File: src/verilog/rtd_mux_regs.svh
`ifndef RTD_MUX_REGS_SVH
`define RTD_MUX_REGS_SVH

// ----------------------------------------------------------------------------
// Register byte offsets
// ----------------------------------------------------------------------------
`define RTD_OFS_CONFIG          8'h00
`define RTD_OFS_STATUS          8'h04
`define RTD_OFS_MASK            8'h08
`define RTD_OFS_CTRL            8'h0c
`define RTD_OFS_WORD            8'h10

// ----------------------------------------------------------------------------
// Field positions
// ----------------------------------------------------------------------------
`define RTD_WORD_SIGN_BIT       15
`define RTD_WORD_ID_LSB         16
`define RTD_WORD_FAULT_LSB      18
`define RTD_FAULT_SHORT         0
`define RTD_FAULT_POWER         1
`define RTD_CFG_LAST_LSB        0
`define RTD_CFG_TYPE_LSB        2
`define RTD_CFG_FMT_LSB         5
`define RTD_ST_CONV             0
`define RTD_ST_SHORT            1
`define RTD_ST_POWER            2
`define RTD_ST_WRAP             3
`define RTD_CTRL_HOLD           0

// ----------------------------------------------------------------------------
// Reset values (factory strap settings, then rotation pointer and interrupt mask)
// ----------------------------------------------------------------------------
`define RTD_RST_CHAN_LAST       2'h3
`define RTD_RST_SENSOR          3'h3
`define RTD_RST_FMT             2'h3
`define RTD_RST_PTR             2'h3
`define RTD_RST_MASK            4'h0

// ----------------------------------------------------------------------------
// Conversion constants
// ----------------------------------------------------------------------------
`define RTD_DEV_FRAC            20
`define RTD_K_FRAC              8
`define RTD_ALPHA_EURO_PPM      3850
`define RTD_ALPHA_AMER_PPM      3920
`define RTD_ALPHA_P1000_PPM     3850
`define RTD_ALPHA_COPPER_PPM    4270
`define RTD_K_FROM_PPM(p)       (20'(((64'h1 << `RTD_K_FRAC) * 64'd10000000) / 64'(p)))
`define RTD_MAG_MAX             32'sd32767
`define RTD_F_OFFSET_TENTHS     32'sd320

`endif

File: src/verilog/rtd_mux_pkg.sv
package rtd_mux_pkg;

    // Encoding follows the type straps, select 0 in the low bit
    typedef enum logic [2:0] {
        sensor_cu10                  = 3'h0,
        sensor_cu25                  = 3'h1,
        sensor_platinum_100_american = 3'h2,
        sensor_platinum_100_euro     = 3'h3,
        sensor_platinum_1000         = 3'h4
    } sensor_e;

    // Encoding follows the format straps, {select 1, select 0}
    typedef enum logic [1:0] {
        fmt_twos_c = 2'h0,
        fmt_twos_f = 2'h1,
        fmt_mag_c  = 2'h2,
        fmt_mag_f  = 2'h3
    } fmt_e;

    typedef enum logic {
        bus_idle = 1'b0,
        bus_ack  = 1'b1
    } bus_state_e;

    typedef struct packed {
        logic             cfg_done;
        logic [1:0]       chan_last;
        sensor_e          sensor;
        fmt_e             fmt;
        logic [3:0][15:0] reading;
        logic [3:0]       short_flag;
        logic [1:0]       ptr;
        logic [31:0]      word;
        logic [3:0]       status;
        logic [3:0]       mask;
        logic             hold;
        bus_state_e       bus;
        logic [31:0]      rdata;
    } rtd_state_s;

endpackage : rtd_mux_pkg

File: src/verilog/rtd_input_mux.sv
// Contract
// (RULE1) Two count straps pick one, two, three or four channels; four by default.
// (RULE2) Channels above the selected count are neither converted nor reported.
// (RULE3) Three type straps pick copper 10, copper 25, American, European platinum 100 or platinum 1000.
// (RULE4) One sensor type applies to every channel.
// (RULE5) Factory sensor type is European platinum 100 with third strap absent.
// (RULE6) Platinum gains use 0.00385 European and 0.00392 American per degree.
// (RULE7) Two format straps pick sign-magnitude or two's complement, Fahrenheit or Celsius.
// (RULE8) Factory format is sign-magnitude Fahrenheit, both straps present.
// (RULE9) Every sensor type is converted to a direct temperature in chosen unit.
// (RULE10) Readings are integers in tenths of a degree.
// (RULE11) Negative readings set the word's top data bit; rest follows format.
// (RULE12) Exactly one channel is presented per host scan.
// (RULE13) After the last active channel the rotation wraps to channel one.
// (RULE14) Rotation skips inactive channels.
// (RULE15) Host places the module's input word on a 32-point boundary.
// (RULE16) Word holds fifteen magnitude bits, sign, two id bits, four fault bits.
// (RULE17) Input shorts and lost input power are reported in fault bits.
// (RULE18) Channel id bits name the channel whose reading fills the data bits.
//
// Implementation choices: the register offsets and the Avalon-MM interface to the registers.
`timescale 1ns/100ps
`include "rtd_mux_regs.svh"

module rtd_input_mux #(
    parameter int N_CHAN = 4
) (
    input  wire logic        i_clk,
    input  wire logic        i_rst,
    input  wire logic        i_chan_count_sel_a,
    input  wire logic        i_chan_count_sel_b,
    input  wire logic        i_sensor_type_sel_0,
    input  wire logic        i_sensor_type_sel_1,
    input  wire logic        i_sensor_type_sel_2,
    input  wire logic        i_units_sel_0,
    input  wire logic        i_units_sel_1,
    input  wire logic        i_conv_valid,
    input  wire logic [1:0]  i_conv_chan,
    input  wire logic [23:0] i_conv_dev,
    input  wire logic        i_conv_short,
    input  wire logic        i_power_ok,
    input  wire logic        i_scan_strobe,
    input  wire logic [7:0]  i_avs_address,
    input  wire logic        i_avs_read,
    input  wire logic        i_avs_write,
    input  wire logic [31:0] i_avs_writedata,
    input  wire logic [3:0]  i_avs_byteenable,
    output logic      [31:0] o_avs_readdata,
    output logic             o_avs_waitrequest,
    output logic      [3:0]  o_chan_active,
    output logic      [31:0] o_input_word,
    output logic             o_irq
);

    // ------------------------------------------------------------------------
    // Elaboration checks
    // ------------------------------------------------------------------------
    // Two id bits in the host word cannot name more than four channels
    if (N_CHAN < 1 || N_CHAN > 4) begin : g_bad_chan
        $error("N_CHAN must be between 1 and 4");
    end

    localparam logic [1:0] MAX_LAST = 2'(N_CHAN - 1);

    rtd_mux_pkg::rtd_state_s s_q;
    rtd_mux_pkg::rtd_state_s s_d;

    logic [15:0] conv_data;
    logic [1:0]  strap_last;
    logic [1:0]  next_ptr;
    logic        wrap;
    logic        take;
    logic        take_rd;
    logic        take_wr;
    logic [3:0]  events;
    logic [3:0]  fault;
    logic [31:0] rd_mux;

    // ------------------------------------------------------------------------
    // Converter shared by all channels
    // ------------------------------------------------------------------------
    rtd_temp_convert u_convert (
        .i_dev    (i_conv_dev),
        .i_sensor (s_q.sensor),
        .i_fmt    (s_q.fmt),
        .o_data   (conv_data)
    );

    // ------------------------------------------------------------------------
    // Combinational decode
    // ------------------------------------------------------------------------
    always_comb begin
        // Count straps map straight onto the index of the last channel
        strap_last = {i_chan_count_sel_b, i_chan_count_sel_a};  // [RULE1]
        if (strap_last > MAX_LAST) begin
            strap_last = MAX_LAST;
        end
        // Rotation runs 0..last only, so inactive channels are never visited
        wrap     = (s_q.ptr >= s_q.chan_last);  // [RULE14]
        next_ptr = wrap ? 2'h0 : s_q.ptr + 2'h1;  // [RULE13]
        take     = (i_avs_read | i_avs_write) && (s_q.bus == rtd_mux_pkg::bus_idle);
        take_rd  = take && i_avs_read;
        take_wr  = take && i_avs_write && !i_avs_read;
        for (int c = 0; c < 4; c++) begin
            o_chan_active[c] = s_q.cfg_done && (2'(c) <= s_q.chan_last);  // [RULE2]
        end
        fault = 4'h0;
        fault[`RTD_FAULT_SHORT] = s_q.short_flag[next_ptr];  // [RULE17]
        fault[`RTD_FAULT_POWER] = !i_power_ok;  // [RULE17]
        events = 4'h0;
        events[`RTD_ST_CONV]  = i_conv_valid && o_chan_active[i_conv_chan];
        events[`RTD_ST_SHORT] = events[`RTD_ST_CONV] && i_conv_short;
        events[`RTD_ST_POWER] = !i_power_ok;
        events[`RTD_ST_WRAP]  = i_scan_strobe && !s_q.hold && wrap;
        rd_mux = 32'h0;
        case (i_avs_address)
            `RTD_OFS_CONFIG: begin
                rd_mux[`RTD_CFG_LAST_LSB +: 2] = s_q.chan_last;
                rd_mux[`RTD_CFG_TYPE_LSB +: 3] = s_q.sensor;
                rd_mux[`RTD_CFG_FMT_LSB +: 2]  = s_q.fmt;
            end
            `RTD_OFS_STATUS: rd_mux[3:0] = s_q.status;
            `RTD_OFS_MASK:   rd_mux[3:0] = s_q.mask;
            `RTD_OFS_CTRL:   rd_mux[`RTD_CTRL_HOLD] = s_q.hold;
            `RTD_OFS_WORD:   rd_mux = s_q.word;
            default:         rd_mux = 32'h0;
        endcase
    end

    // ------------------------------------------------------------------------
    // Next state
    // ------------------------------------------------------------------------
    always_comb begin
        s_d = s_q;

        // Straps are caught once, on the first edge after reset release
        if (!s_q.cfg_done) begin
            s_d.cfg_done  = 1'b1;
            s_d.chan_last = strap_last;  // [RULE1]
            if (i_sensor_type_sel_2) begin
                s_d.sensor = rtd_mux_pkg::sensor_platinum_1000;  // [RULE3]
            end else begin
                s_d.sensor = rtd_mux_pkg::sensor_e'({1'b0, i_sensor_type_sel_1,
                                                     i_sensor_type_sel_0});  // [RULE3] [RULE4]
            end
            s_d.fmt = rtd_mux_pkg::fmt_e'({i_units_sel_1, i_units_sel_0});  // [RULE7]
        end

        // Store a finished conversion only for an active channel
        if (events[`RTD_ST_CONV]) begin  // [RULE2]
            s_d.reading[i_conv_chan]    = conv_data;  // [RULE9]
            s_d.short_flag[i_conv_chan] = i_conv_short;  // [RULE17]
        end

        // One channel per host scan; value and id load in the same edge
        if (i_scan_strobe && !s_q.hold) begin  // [RULE12]
            s_d.ptr = next_ptr;  // [RULE13]
            s_d.word = 32'h0;
            s_d.word[15:0] = s_q.reading[next_ptr];  // [RULE11] [RULE16]
            s_d.word[`RTD_WORD_ID_LSB +: 2] = next_ptr;  // [RULE18]
            s_d.word[`RTD_WORD_FAULT_LSB +: 4] = fault;  // [RULE16] [RULE17]
        end

        // Read clears status; an event in the same cycle still sets its bit
        if (take_rd && i_avs_address == `RTD_OFS_STATUS) begin
            s_d.status = events;
        end else begin
            s_d.status = s_q.status | events;
        end

        if (take_wr && i_avs_byteenable[0]) begin
            case (i_avs_address)
                `RTD_OFS_MASK: s_d.mask = i_avs_writedata[3:0];
                `RTD_OFS_CTRL: s_d.hold = i_avs_writedata[`RTD_CTRL_HOLD];
                default:       s_d.hold = s_q.hold;
            endcase
        end

        // Fixed one wait state keeps read data registered
        case (s_q.bus)
            rtd_mux_pkg::bus_idle: begin
                if (take) begin
                    s_d.bus   = rtd_mux_pkg::bus_ack;
                    s_d.rdata = take_rd ? rd_mux : 32'h0;
                end
            end
            rtd_mux_pkg::bus_ack: s_d.bus = rtd_mux_pkg::bus_idle;
            default:              s_d.bus = rtd_mux_pkg::bus_idle;
        endcase
    end

    // ------------------------------------------------------------------------
    // State register
    // ------------------------------------------------------------------------
    always_ff @(posedge i_clk or posedge i_rst) begin
        if (i_rst) begin
            s_q            <= '0;
            s_q.chan_last  <= `RTD_RST_CHAN_LAST;  // [RULE1]
            s_q.sensor     <= rtd_mux_pkg::sensor_e'(`RTD_RST_SENSOR);  // [RULE5]
            s_q.fmt        <= rtd_mux_pkg::fmt_e'(`RTD_RST_FMT);  // [RULE8]
            s_q.ptr        <= `RTD_RST_PTR;
            s_q.mask       <= `RTD_RST_MASK;
            s_q.bus        <= rtd_mux_pkg::bus_idle;
        end else begin
            s_q <= s_d;
        end
    end

    // ------------------------------------------------------------------------
    // Outputs
    // ------------------------------------------------------------------------
    assign o_input_word      = s_q.word;
    assign o_avs_readdata    = s_q.rdata;
    assign o_avs_waitrequest = (i_avs_read | i_avs_write) && (s_q.bus == rtd_mux_pkg::bus_idle);
    assign o_irq             = |(s_q.status & s_q.mask);

endmodule : rtd_input_mux

File: src/verilog/rtd_temp_convert.sv
`timescale 1ns/100ps
`include "rtd_mux_regs.svh"

module rtd_temp_convert (
    input  wire logic [23:0]         i_dev,
    input  wire rtd_mux_pkg::sensor_e i_sensor,
    input  wire rtd_mux_pkg::fmt_e    i_fmt,
    output logic      [15:0]         o_data
);

    logic        [19:0] k;
    logic signed [44:0] prod;
    logic signed [31:0] tc;
    logic signed [31:0] t;
    logic signed [31:0] tn;
    logic               neg;

    // ------------------------------------------------------------------------
    // Linearisation and unit scaling
    // ------------------------------------------------------------------------
    always_comb begin
        // One gain per sensor type, shared by all channels
        case (i_sensor)
            rtd_mux_pkg::sensor_platinum_100_euro:     k = `RTD_K_FROM_PPM(`RTD_ALPHA_EURO_PPM);  // [RULE6]
            rtd_mux_pkg::sensor_platinum_100_american: k = `RTD_K_FROM_PPM(`RTD_ALPHA_AMER_PPM);  // [RULE6]
            rtd_mux_pkg::sensor_platinum_1000:         k = `RTD_K_FROM_PPM(`RTD_ALPHA_P1000_PPM);
            default:                                   k = `RTD_K_FROM_PPM(`RTD_ALPHA_COPPER_PPM);
        endcase
        prod = $signed(i_dev) * $signed({1'b0, k});
        // Tenths of a degree Celsius; floor rounding of the shift is accepted
        tc = {{15{prod[44]}}, prod[44:28]};  // [RULE10]
        if (i_fmt == rtd_mux_pkg::fmt_twos_f || i_fmt == rtd_mux_pkg::fmt_mag_f) begin
            t = ((tc * 32'sd9) / 32'sd5) + `RTD_F_OFFSET_TENTHS;  // [RULE9]
        end else begin
            t = tc;  // [RULE9]
        end
        // Symmetric clamp keeps both formats inside fifteen magnitude bits
        if (t > `RTD_MAG_MAX) begin
            t = `RTD_MAG_MAX;
        end else if (t < -`RTD_MAG_MAX) begin
            t = -`RTD_MAG_MAX;
        end
        neg = t[31];
        tn  = -t;
        if (i_fmt == rtd_mux_pkg::fmt_mag_f || i_fmt == rtd_mux_pkg::fmt_mag_c) begin
            o_data = {neg, neg ? tn[14:0] : t[14:0]};  // [RULE11] [RULE16]
        end else begin
            o_data = t[15:0];  // [RULE11]
        end
    end

endmodule : rtd_temp_convert
File: config.mk
export PLATFORM = sky130hd
export DESIGN_NAME = rtd_input_mux
export DESIGN_NICKNAME = d
export VERILOG_FILES = /design/src/verilog/rtd_mux_pkg.sv /design/src/verilog/rtd_input_mux.sv /design/src/verilog/rtd_temp_convert.sv
export VERILOG_INCLUDE_DIRS = /design/src /design/src/verilog
export SDC_FILE = /design/constraint.sdc
export NUM_CORES = 1
export LEC_CHECK = 0
export ABC_AREA = 1
export BUFFER_PORTS_ARGS = -buffer_cell sky130_fd_sc_hd__buf_4
export CAP_MARGIN = 10
export CELL_PAD_IN_SITES_DETAIL_PLACEMENT = 0
export CELL_PAD_IN_SITES_GLOBAL_PLACEMENT = 1
export CORE_MARGIN = 1.5
export CORE_UTILIZATION = 48
export DETAILED_ROUTE_END_ITERATION = 8
export GPL_TIMING_DRIVEN = 0
export PLACE_DENSITY = 0.94
export SLEW_MARGIN = 20
export SYNTH_ARGS = -nofsm -noshare
export SYNTH_HDL_FRONTEND = slang
export SYNTH_SLANG_ARGS = --single-unit
File: constraint.sdc
create_clock -name i_clk -period 23.8 [get_ports i_clk]
set_clock_uncertainty 0.05 [all_clocks]
set_input_delay 1.19 -clock i_clk [delete_from_list [all_inputs] [get_ports i_clk]]
set_output_delay 1.19 -clock i_clk [all_outputs]
set_load 0.005 [all_outputs]
# Word level (Yosys, flattened, before mapping)
# Cells that the tools add are included.
dict set report totals {
  register_bits 140
  input_bits 85
  out_inout_bits 70
  word_cells 102
}
dict set report op_classes {
  n_addsub 3
  n_mul 2
  div_mod_pow 1
  magnitude_cmp 11
  eq_ne 10
  muxes 29
  bitwise 4
  reduce_logical 26
}
# operator count
set ops {}
lappend ops {{32-bit 2-to-1 mux} 4}
lappend ops {{64-bit bitwise mux} 1}
lappend ops {{16-bit 2-to-1 mux} 3}
lappend ops {{24-bit by 21-bit multiplier with 45-bit output} 1}
lappend ops {{18-bit one-hot mux with 2 select lines} 1}
lappend ops {{33-bit 2-to-1 mux} 1}
lappend ops {{32-bit by 10-bit adder with 32-bit output (second input constant)} 1}
lappend ops {{16-bit binary-select mux with 2-bit select} 1}
lappend ops {{16-bit demux with 2-bit select} 1}
lappend ops {{32-bit by 4-bit divider with 32-bit output (second input constant)} 1}
lappend ops {{32-bit by 16-bit > comparator with 1-bit output (second input constant)} 1}
lappend ops {{32-bit by 16-bit less-than comparator with 1-bit output (second input constant)} 1}
lappend ops {{17-bit by 5-bit multiplier with 22-bit output (second input constant)} 1}
lappend ops {{8-bit by 4-bit == test with 1-bit output (second input constant)} 2}
lappend ops {{1-bit logical AND} 15}
lappend ops {{15-bit 2-to-1 mux} 1}
lappend ops {{15-bit negator} 1}
lappend ops {{13-bit 2-to-1 mux} 1}
lappend ops {{3-bit one-hot mux with 4 select lines} 1}
lappend ops {{8-bit by 3-bit == test with 1-bit output (second input constant)} 1}
lappend ops {{8-bit by 5-bit == test with 1-bit output (second input constant)} 1}
lappend ops {{8-bit logical NOT} 1}
lappend ops {{3-bit by 2-bit == test with 1-bit output (second input constant)} 2}
lappend ops {{2-bit by 3-bit less-than comparator with 1-bit output (second input constant)} 2}
lappend ops {{other kinds (28)} 40}

# Logic depth before layout (Yosys ltp)
# Gate-level depths: netlist of the first run.
dict set report depth {
  depth_word 15
  mapped_depth 182
  mapped_depth_nobuf 181
}

# By module
# From an unflattened synthesis of the first run, not the netlist that was laid out.
dict set report unflattened {
  cells_unflattened 3706
  area_unflattened_um2 27045.9
}
# module n_inst cells_per_inst area_per_inst_um2 seq_area_each_um2
set by_module_without_submodules {}
lappend by_module_without_submodules {rtd_temp_convert 1 2863 20395.8 0.0}
lappend by_module_without_submodules {rtd_input_mux 1 843 6650.1 3213.1}

# Worst setup path before layout of the first run
# Ideal clock, no wire load.
dict set report synth_timing {
  path_kind {input-to-reg}
  start {in i_conv_dev[23]}
  end {reg s_q[106] (netlist bit)}
  setup_ns 0.121
  t_arrival_ns 19.398
  required_ns 23.629
  slack_ns 4.232
  cell_stages 152
  path_buffers 2
  path_cell_list {buf_4 nand2_1 nor2_1 inv_1 fa_1 fa_1 fa_1 inv_1 fa_1 fa_1 fa_1 inv_1 fa_1 inv_1 ha_1 a21oi_1 inv_1 a21oi_1 [116 not listed] nor2_1 nand2_1 nand2_1 nand2_1 o21ai_0 o311ai_0 ha_1 buf_2 inv_1 a21oi_1 ha_1 nand4_2 clkinv_1 nand3b_1 nand2_1 nand2_1 nand3_1 o21ai_1}
}
dict set report synth_via {
  elab_chain_cells 12
  word_cells_on_any_way 13
  classes_between {add/sub (2); mul (2); div (1); order compare (2); mux (6)}
}
# element line_no
set synth_lines {}
lappend synth_lines {{start: declaration} rtd_input_mux.sv:39} ;# input wire logic [23:0] i_conv_dev,
lappend synth_lines {{24-bit by 21-bit multiplier with 45-bit output *} rtd_temp_convert.sv:29} ;# prod = $signed(i_dev) * $signed({1'b0, k});
lappend synth_lines {{17-bit by 5-bit multiplier with 22-bit output} rtd_temp_convert.sv:33} ;# t = ((tc * 32'sd9) / 32'sd5) + `RTD_F_OFFSET_TENTHS;
lappend synth_lines {{32-bit by 4-bit divider with 32-bit output} rtd_temp_convert.sv:33}
lappend synth_lines {{32-bit by 10-bit adder with 32-bit output (no line)} --}
lappend synth_lines {{32-bit 2-to-1 mux *} rtd_temp_convert.sv:32} ;# if (i_fmt == rtd_mux_pkg::fmt_twos_f || i_fmt == rtd_mux_pkg::fmt_mag_f) begin
lappend synth_lines {{32-bit by 16-bit less-than comparator with 1-bit output (no line)} --}
lappend synth_lines {{32-bit 2-to-1 mux} rtd_temp_convert.sv:40} ;# end else if (t < -`RTD_MAG_MAX) begin
lappend synth_lines {{32-bit 2-to-1 mux *} rtd_temp_convert.sv:38} ;# if (t > `RTD_MAG_MAX) begin
lappend synth_lines {{15-bit negator} rtd_temp_convert.sv:44} ;# tn = -t;
lappend synth_lines {{15-bit 2-to-1 mux} rtd_temp_convert.sv:46} ;# o_data = {neg, neg ? tn[14:0] : t[14:0]};
lappend synth_lines {{16-bit 2-to-1 mux *} rtd_temp_convert.sv:45} ;# if (i_fmt == rtd_mux_pkg::fmt_mag_f || i_fmt == rtd_mux_pkg::fmt_mag_c) begin
lappend synth_lines {{64-bit bitwise mux *} rtd_input_mux.sv:151} ;# s_d.reading[i_conv_chan] = conv_data;
lappend synth_lines {{end: declaration} rtd_input_mux.sv:65} ;# rtd_mux_pkg::rtd_state_s s_q;
# Mark *: on every way between the ends. The rest lies on a longest branch, timed or not.
# A chain may end at the register's enable or synchronous reset.

# Worst setup path in the final report of the first run
dict set report layout_timing {
  start {in i_conv_dev[13]}
  end {reg s_q[88] (netlist bit)}
}
# The elaborated chain is that of the path after synthesis.

==> impl_results.md, run 1 <==
- Cell total after placement: roughly 4300
- End point of the critical path: s_q[88]
- Number of violations of the max-capacitance limit: 0
- Number of antenna violations at the first check in global routing: 2
- Via count of the first global-routing pass: 22600
- DRC violation count after routing: 0
- Dominant cell type by count on the critical path: sky130_fd_sc_hd__nand2_1
- Startpoint of the worst-slack reg-to-reg timing path: s_q[146]
- Number of vias per cell: 5.03
- Clock latency on the worst-skew pair: 0.42 ns
- Sum of routed wire length over all layers: 67.3 mm
- Initial Util: between 40% and 50%
- Drt first pass iters: 5
- Num CTS Buffers: 17
- Cell count of the worst reg-to-reg path: around 160
- Startpoint kind of the worst setup timing path: primary input
- Placeable core area: 54200 µm²
- Kind of end point of the critical path: flop
- Crit share post-route: 91.8%
- Utilization of the core after routing: 54.0%
- Most frequent cells in the layout: sky130_fd_sc_hd__inv_1 (807), sky130_fd_sc_hd__nand2_1 (772), sky130_fd_sc_hd__fa_1 (395)
- Area share of the largest cell type after synthesis: 29.9%
- Number of warning messages in the yosys log: 0
- Number of buffer cells added on primary ports: 99
- Capturing point of the worst reg2reg path: s_q[88]
- Clock root cell: sky130_fd_sc_hd__clkbuf_16
- Count of clock tree sinks: around 130
- Nets: 4344
- Area of the mapped netlist: between 20000 and 30000 µm²
- Global-route wire length before repair: 114 mm
- Grt ovf: 0
- Main synth FF type: sky130_fd_sc_hd__dfrtp_1
- Area overhead of the layout relative to synthesis: 10.4%
- WL per Instance: 15.4 µm
- Number of violations reported at the end of detailed-routing iteration 0: 1502
- Unique masters post-synth: 66
- RePlAce Congestion: 0.943
- Worst-case register-to-register setup slack: 1.96 ns
- Mean post-synth cell area: 7.54 µm²
- Total die area: between 50000 and 60000 µm²
- Commonest non-fill, non-tap cell in the layout: sky130_fd_sc_hd__inv_1
- Fmax: between 40 and 50 MHz
- Summed negative setup slack over all endpoints: 0 ns
- Outcome: finished, final reports clean
- Ports placed on the boundary: 155
- Maximum root-to-sink buffer count: 2
- Htree depth: 4
- Die extent in y: around 240 µm
- CTS clock-pin slew for the worst setup and hold paths: ~0.060 ns
- Worst path depth: 157
- DIE WIDTH: 238 µm
- Final HPWL from detailed placement: 57.6 mm
- Cell types occupying the most area after synthesis: sky130_fd_sc_hd__fa_1 (30%), sky130_fd_sc_hd__inv_1 (12%), sky130_fd_sc_hd__dfrtp_1 (11%)
- Min-Delay Path Class: reg -> reg
- Critical path data arrival time: 22.15 ns
- Start-to-end type of the worst setup path: in -> reg
- Total routing usage reported by global routing: 25.1%
- Number of buffer and inverter stages on the critical path: 31
- Critical Path Source: i_conv_dev[13]
- TritonCTS clock tree: yes
- Maximum fanout along the worst path: 10
- Remaining number of nets flagged by the antenna check after routing: 0
- Crit-path slowest cell: sky130_fd_sc_hd__fa_1
- Number of hold violations in the final report: 0
- Share of post-route cells with drive strength above 1: 14.4%
- Final number of setup-violating endpoints: 0
- Async set or reset register ratio after synthesis: 100%
- Slew at the pin closest to its max-slew limit: 0.913 ns
- Final-report max-slew violation count: 0
- Max-Slew Margin vs Limit: between 30% and 40%
- Flop and latch count out of synthesis: around 130
- Sequential cell area fraction in the yosys report: 12.1%
- Fin crit period: 21.85 ns
- Req. time, crit path: 24.10 ns
- Non-filler cells in the finished layout: approximately 4400
- Site Rows: 85
- Number of flops mapped to enable cells by yosys: 0
- Cell taking the most area after synthesis: sky130_fd_sc_hd__fa_1
- Hold bufs inserted after CTS: 0
- Synthesized instance count: ~3500
- Crit path max-delay family: simple AND/OR/NAND/NOR gates
- Total number of vias: 22000
- Crit path largest cell delay: 0.61 ns
- Largest net degree at the start of global routing: between 100 and 150
## cell families after synthesis
logic type / Yosys count / synth area share [%]
AO/OA/AOI/OAI: 313 / 6.70
XOR/XNOR: 55 / 1.87
adder cells (fa/ha/maj): 592 / 39.2
buffers and inverters: 998 / 15.5
flip-flops: 128 / 12.1
multiplexers: 1 / 0.0378
other: 2 / 0.0283
AND/OR/NAND/NOR: 1424 / 24.6
## metrics by stage
stage / worst slack, ns / hold WS [ns] / area, µm²
after floorplan: 4.23 / 0.391 / 26600
after global placement: 0.378 / 0.407 / 28200
after detailed placement: 0.142 / 0.410 / 28200
after CTS: 0.177 / 0.426 / 28900
after global routing: -0.0478 / 0.449 / 29300
final: 1.95 / 0.423 / 29300
## metal layers
| layer | up-vias | GRT usage [%] | wire length, µm |
|---|---|---|---|
| met5 | - | 0 | 0 |
| met4 | 0 | 5.31 | 1210 |
| met3 | 95 | 3.02 | 4180 |
| met2 | 593 | 42.5 | 32200 |
| met1 | 10500 | 34.5 | 29700 |
| li1 | 10800 | - | - |
## worst min-delay path, delay by kind of cell, from the launching register on
| family | cells | cell delay (ns) |
|---|---|---|
| DFF | 1 | 0.34 |
| and+or+nand+nor | 2 | 0.10 |
## registers in the layout (all words and copies together), names as in the netlist
register	cells
o_input_word	20
o_avs_readdata	20
s_q	88
## cells in the mapped netlist, types with 8 or more instances
master / instances
sky130_fd_sc_hd__nand3b_1: 13
sky130_fd_sc_hd__a21oi_1: 70
sky130_fd_sc_hd__nor2_1: 239
sky130_fd_sc_hd__or2_2: 13
sky130_fd_sc_hd__inv_2: 51
sky130_fd_sc_hd__nand2_2: 84
sky130_fd_sc_hd__o211ai_1: 15
sky130_fd_sc_hd__o21ai_1: 38
sky130_fd_sc_hd__nand4_1: 35
sky130_fd_sc_hd__nand2_4: 23
sky130_fd_sc_hd__o31ai_1: 9
sky130_fd_sc_hd__clkbuf_1: 38
sky130_fd_sc_hd__ha_1: 196
sky130_fd_sc_hd__o21ai_0: 119
sky130_fd_sc_hd__xor2_1: 39
sky130_fd_sc_hd__dfrtp_1: 120
sky130_fd_sc_hd__inv_1: 813
sky130_fd_sc_hd__a31oi_1: 22
sky130_fd_sc_hd__nand3_2: 24
sky130_fd_sc_hd__dfstp_2: 8
sky130_fd_sc_hd__xnor2_1: 14
sky130_fd_sc_hd__nor3_1: 10
sky130_fd_sc_hd__buf_4: 72
sky130_fd_sc_hd__o22ai_1: 13
sky130_fd_sc_hd__nand2_1: 779
sky130_fd_sc_hd__nand3_1: 168
sky130_fd_sc_hd__fa_1: 396
## layout make-up
class                           instances  area [µm²]
Fill cell                            5141       25000
Clock buffer                           19         443
Buffer                                126         868
Clock inverter                         13         188
Inverter                              872        3300
Sequential cell                       128        3210
Timing Repair Buffer                  111         853
Multi-Input combinational cell       2411       19500
Tap cell                              696         871
Antenna cell                            1        2.50
## worst min path at each step
stage	startpoint	to	slack, ns	cells after the start
after floorplan	s_q[124]	s_q[124]	0.39	2
after global placement	s_q[81]	s_q[81]	0.41	2
after detailed placement	s_q[91]	s_q[91]	0.41	2
after CTS	s_q[90]	s_q[90]	0.43	2
after global routing	s_q[129]	s_q[129]	0.45	2
final	s_q[90]	s_q[90]	0.42	2
## timing repair
action / CTS / global route
buffers inserted: 0 / 11
endpoints found under the setup margin: 0 / 64
resized for setup: 0 / 107
hold endpoints to repair: 0 / 0
Power of run 1 is not shown: default switching activity piles up to over one toggle a cycle in this logic, so the estimate is an artifact.
==> run 2, diff against run 1 <==
Settings changed: CORE_MARGIN 1.5 to 1, SETUP_SLACK_MARGIN set to 0.15.
==> run 2 against run 1 <==
Effect of this change: final cell count hardly changed; via count is 0.40% lower; maximum frequency is 0.28% lower; sequential share of layout area hardly changed; critical path depth stayed put; cell area is 0.27% lower; sequential cell count stayed put.
==> impl_results.md, run 2 (synthesis results as in run 1) <==
- Crit share post-route: 92.1% (was 91.8%)
- Maximum fanout along the worst path: 10 (unchanged)
- Startpoint kind of the worst setup timing path: flop (was primary input)
- RSZ-0062 raised after global routing: no
- Max-Slew Margin vs Limit: 41.5% (was 39.1%)
- Placement-stage cell area: 28200 µm² (unchanged)
- Commonest non-fill, non-tap cell in the layout: sky130_fd_sc_hd__inv_1 (unchanged)
- Number of violations of the max-capacitance limit: 0 (unchanged)
- Met2 wire length: 31.7 mm (was 32.2 mm)
- Top reg by flops: s_q (unchanged)
- Num CTS Buffers: 17 (unchanged)
- Slew at the pin closest to its max-slew limit: 0.873 ns (was 0.913 ns)
- TritonCTS clock tree: yes (unchanged)
- Max FFs per register: 88 (unchanged)
- Met3 routed wirelength: 4.08 mm (was 4.18 mm)
- Drt first pass iters: 6 (was 5)
- Number of buffer cells added on primary ports: 99 (unchanged)
- Worst hold margin: 0.423 ns (about the same)
- Kind of end point of the critical path: flop (unchanged)
- Filler cell count: 5161 (was 5141)
- Startpoint of the worst-slack reg-to-reg timing path: s_q[147] (was s_q[146])
- Worst-case register-to-register setup slack: 1.89 ns (was 1.96 ns)
- CTS clock-pin slew for the worst setup and hold paths: 0.06 ns (about the same)
- Cell area after layout: 29200 µm² (was 29300 µm²)
- Start-to-end type of the worst setup path: reg -> reg (was in -> reg)
- Initial Util: 48.9% (unchanged)
- Total die area: 56200 µm² (was 56600 µm²)
- Fin crit period: 21.91 ns (was 21.85 ns)
- Remaining number of nets flagged by the antenna check after routing: 0 (unchanged)
- Grt ovf: 0 (unchanged)
- Hold bufs inserted after CTS: 0 (unchanged)
- Number of violations reported at the end of detailed-routing iteration 0: 1589 (was 1502)
- Die extent in y: 237 µm (was 238 µm)
- Crit-path slowest cell: sky130_fd_sc_hd__fa_1 (unchanged)
- Uppermost layer routed: met4 (unchanged)
- Clock root cell: sky130_fd_sc_hd__clkbuf_16 (unchanged)
- Most frequent cells in the layout: sky130_fd_sc_hd__inv_1 (808), sky130_fd_sc_hd__nand2_1 (775), sky130_fd_sc_hd__fa_1 (395) (was sky130_fd_sc_hd__inv_1 (807), sky130_fd_sc_hd__nand2_1 (772), sky130_fd_sc_hd__fa_1 (395))
- Site Rows: 85 (unchanged)
- Total routing usage reported by global routing: 25.0% (was 25.1%)
- DIE WIDTH: 237 µm (was 238 µm)
- Count of clock tree sinks: 128 (unchanged)
- Min-Delay Path Class: reg -> reg (unchanged)
- Htree depth: 4 (unchanged)
- Placeable core area: 54200 µm² (unchanged)
- WL per Instance: 15.3 µm (was 15.4 µm)
- Fmax: 45.6 MHz (was 45.8 MHz)
- Number of cells traversed by the worst hold path: 2 (unchanged)
- Number of vias per cell: 5.02 (was 5.03)
- Hold wc startpoint: s_q[92] (was s_q[90])
- Clock latency on the worst-skew pair: 0.41 ns (was 0.42 ns)
- Via count of the first global-routing pass: 22100 (was 22600)
- End of the worst hold path: s_q[92] (was s_q[90])
- Global-route wire length before repair: 112 mm (was 114 mm)
- Summed negative setup slack over all endpoints: 0 ns (unchanged)
- Nets: 4341 (was 4344)
- RePlAce Congestion: 0.940 (was 0.943)
- Number of buffer and inverter stages on the critical path: 32 (was 31)
- Diodes inserted: 0 (was 1)
- Capturing point of the worst reg2reg path: s_q[136] (was s_q[88])
- Cell count of the worst reg-to-reg path: 157 (was 156)
- Sum of routed wire length over all layers: 67.0 mm (was 67.3 mm)
- Ports placed on the boundary: 155 (unchanged)
- Maximum root-to-sink buffer count: 2 (unchanged)
- Final number of setup-violating endpoints: 0 (unchanged)
- Number of antenna violations at the first check in global routing: 0 (was 2)
- Critical path data arrival time: 22.21 ns (was 22.15 ns)
- Number of hold violations in the final report: 0 (unchanged)
- Crit path max-delay family: simple AND/OR/NAND/NOR gates (unchanged)
- Dominant cell type by count on the critical path: sky130_fd_sc_hd__nand2_1 (unchanged)
- Metal1 wirelength: 29.9 mm (was 29.7 mm)
- Req. time, crit path: 24.10 ns (about the same)
- Final HPWL from detailed placement: 57.4 mm (was 57.6 mm)
- Total number of vias: 21900 (was 22000)
- Final-report max-slew violation count: 0 (unchanged)
- Largest net degree at the start of global routing: 101 (was 108)
- Crit path largest cell delay: 0.61 ns (about the same)
- Share of post-route cells with drive strength above 1: 14.1% (was 14.4%)
- Area overhead of the layout relative to synthesis: 10.1% (was 10.4%)
- DRC violation count after routing: 0 (unchanged)
- Outcome: finished, final reports clean (unchanged)
==> run 2: worst max-delay path by stage <==
stage / from / end / cells past startpoint / slack (ns)
finish: s_q[147] / s_q[136] / 157 / 1.89
global route: s_q[147] / s_q[142] / 165 / 0.13
CTS: s_q[147] / s_q[140] / 160 / 0.22
detailed placement: i_conv_dev[23] / s_q[140] / 154 / 0.22
global placement: i_conv_dev[23] / s_q[142] / 155 / 0.34
floorplan: i_conv_dev[23] / s_q[106] / 152 / 4.23
==> run 2: layout make-up <==
class	count	area [µm²]	share of cell area [%]
flip-flops and latches	128	3210	11.0
multi-input cells	2411	19500	66.7
inverters	872	3300	11.3
well taps	696	871	2.98
plain buffers	126	865	2.96
repair buffers	108	831	2.85
clock buffers	22	474	1.62
clock inverters	10	158	0.540
==> run 2: repair_timing <==
item / 4_1_cts / 5_1_grt
endpoints found under the setup margin: 0 / 64
endpoints found under the hold margin: 0 / 0
buffers inserted: 0 / 8
gates resized for setup: 0 / 93
==> run 2: metrics by stage <==
| stage | setup slack (ns) | utilization [%] | instances |
|---|---|---|---|
| finish | 1.89 | 53.8 | 4373 |
| global route | 0.126 | 53.8 | 4373 |
| CTS | 0.220 | 53.2 | 4365 |
| detailed placement | 0.217 | 52.1 | 4333 |
| global placement | 0.338 | 52.0 | 4332 |
| floorplan | 4.23 | - | 3537 |
==> run 2: metal layers <==
metal | up-vias | global-route usage [%]
met5 | - | 0
met4 | 0 | 6.08
met1 | 10400 | 34.6
met3 | 93 | 2.96
met2 | 608 | 41.9
li1 | 10800 | -
==> run 2: worst reg2reg max path, delay by kind of cell (launching register included) <==
| family | cells | cell delay, ns |
|---|---|---|
| buffers and inverters | 32 | 3.08 |
| adders and majority gates | 14 | 5.35 |
| and+or+nand+nor | 100 | 10.50 |
| DFF | 1 | 0.57 |
| AOI/OAI and AO/OA | 7 | 1.40 |
| xor gates and xnor gates | 4 | 0.95 |
Power of run 2 is left out for the same reason.
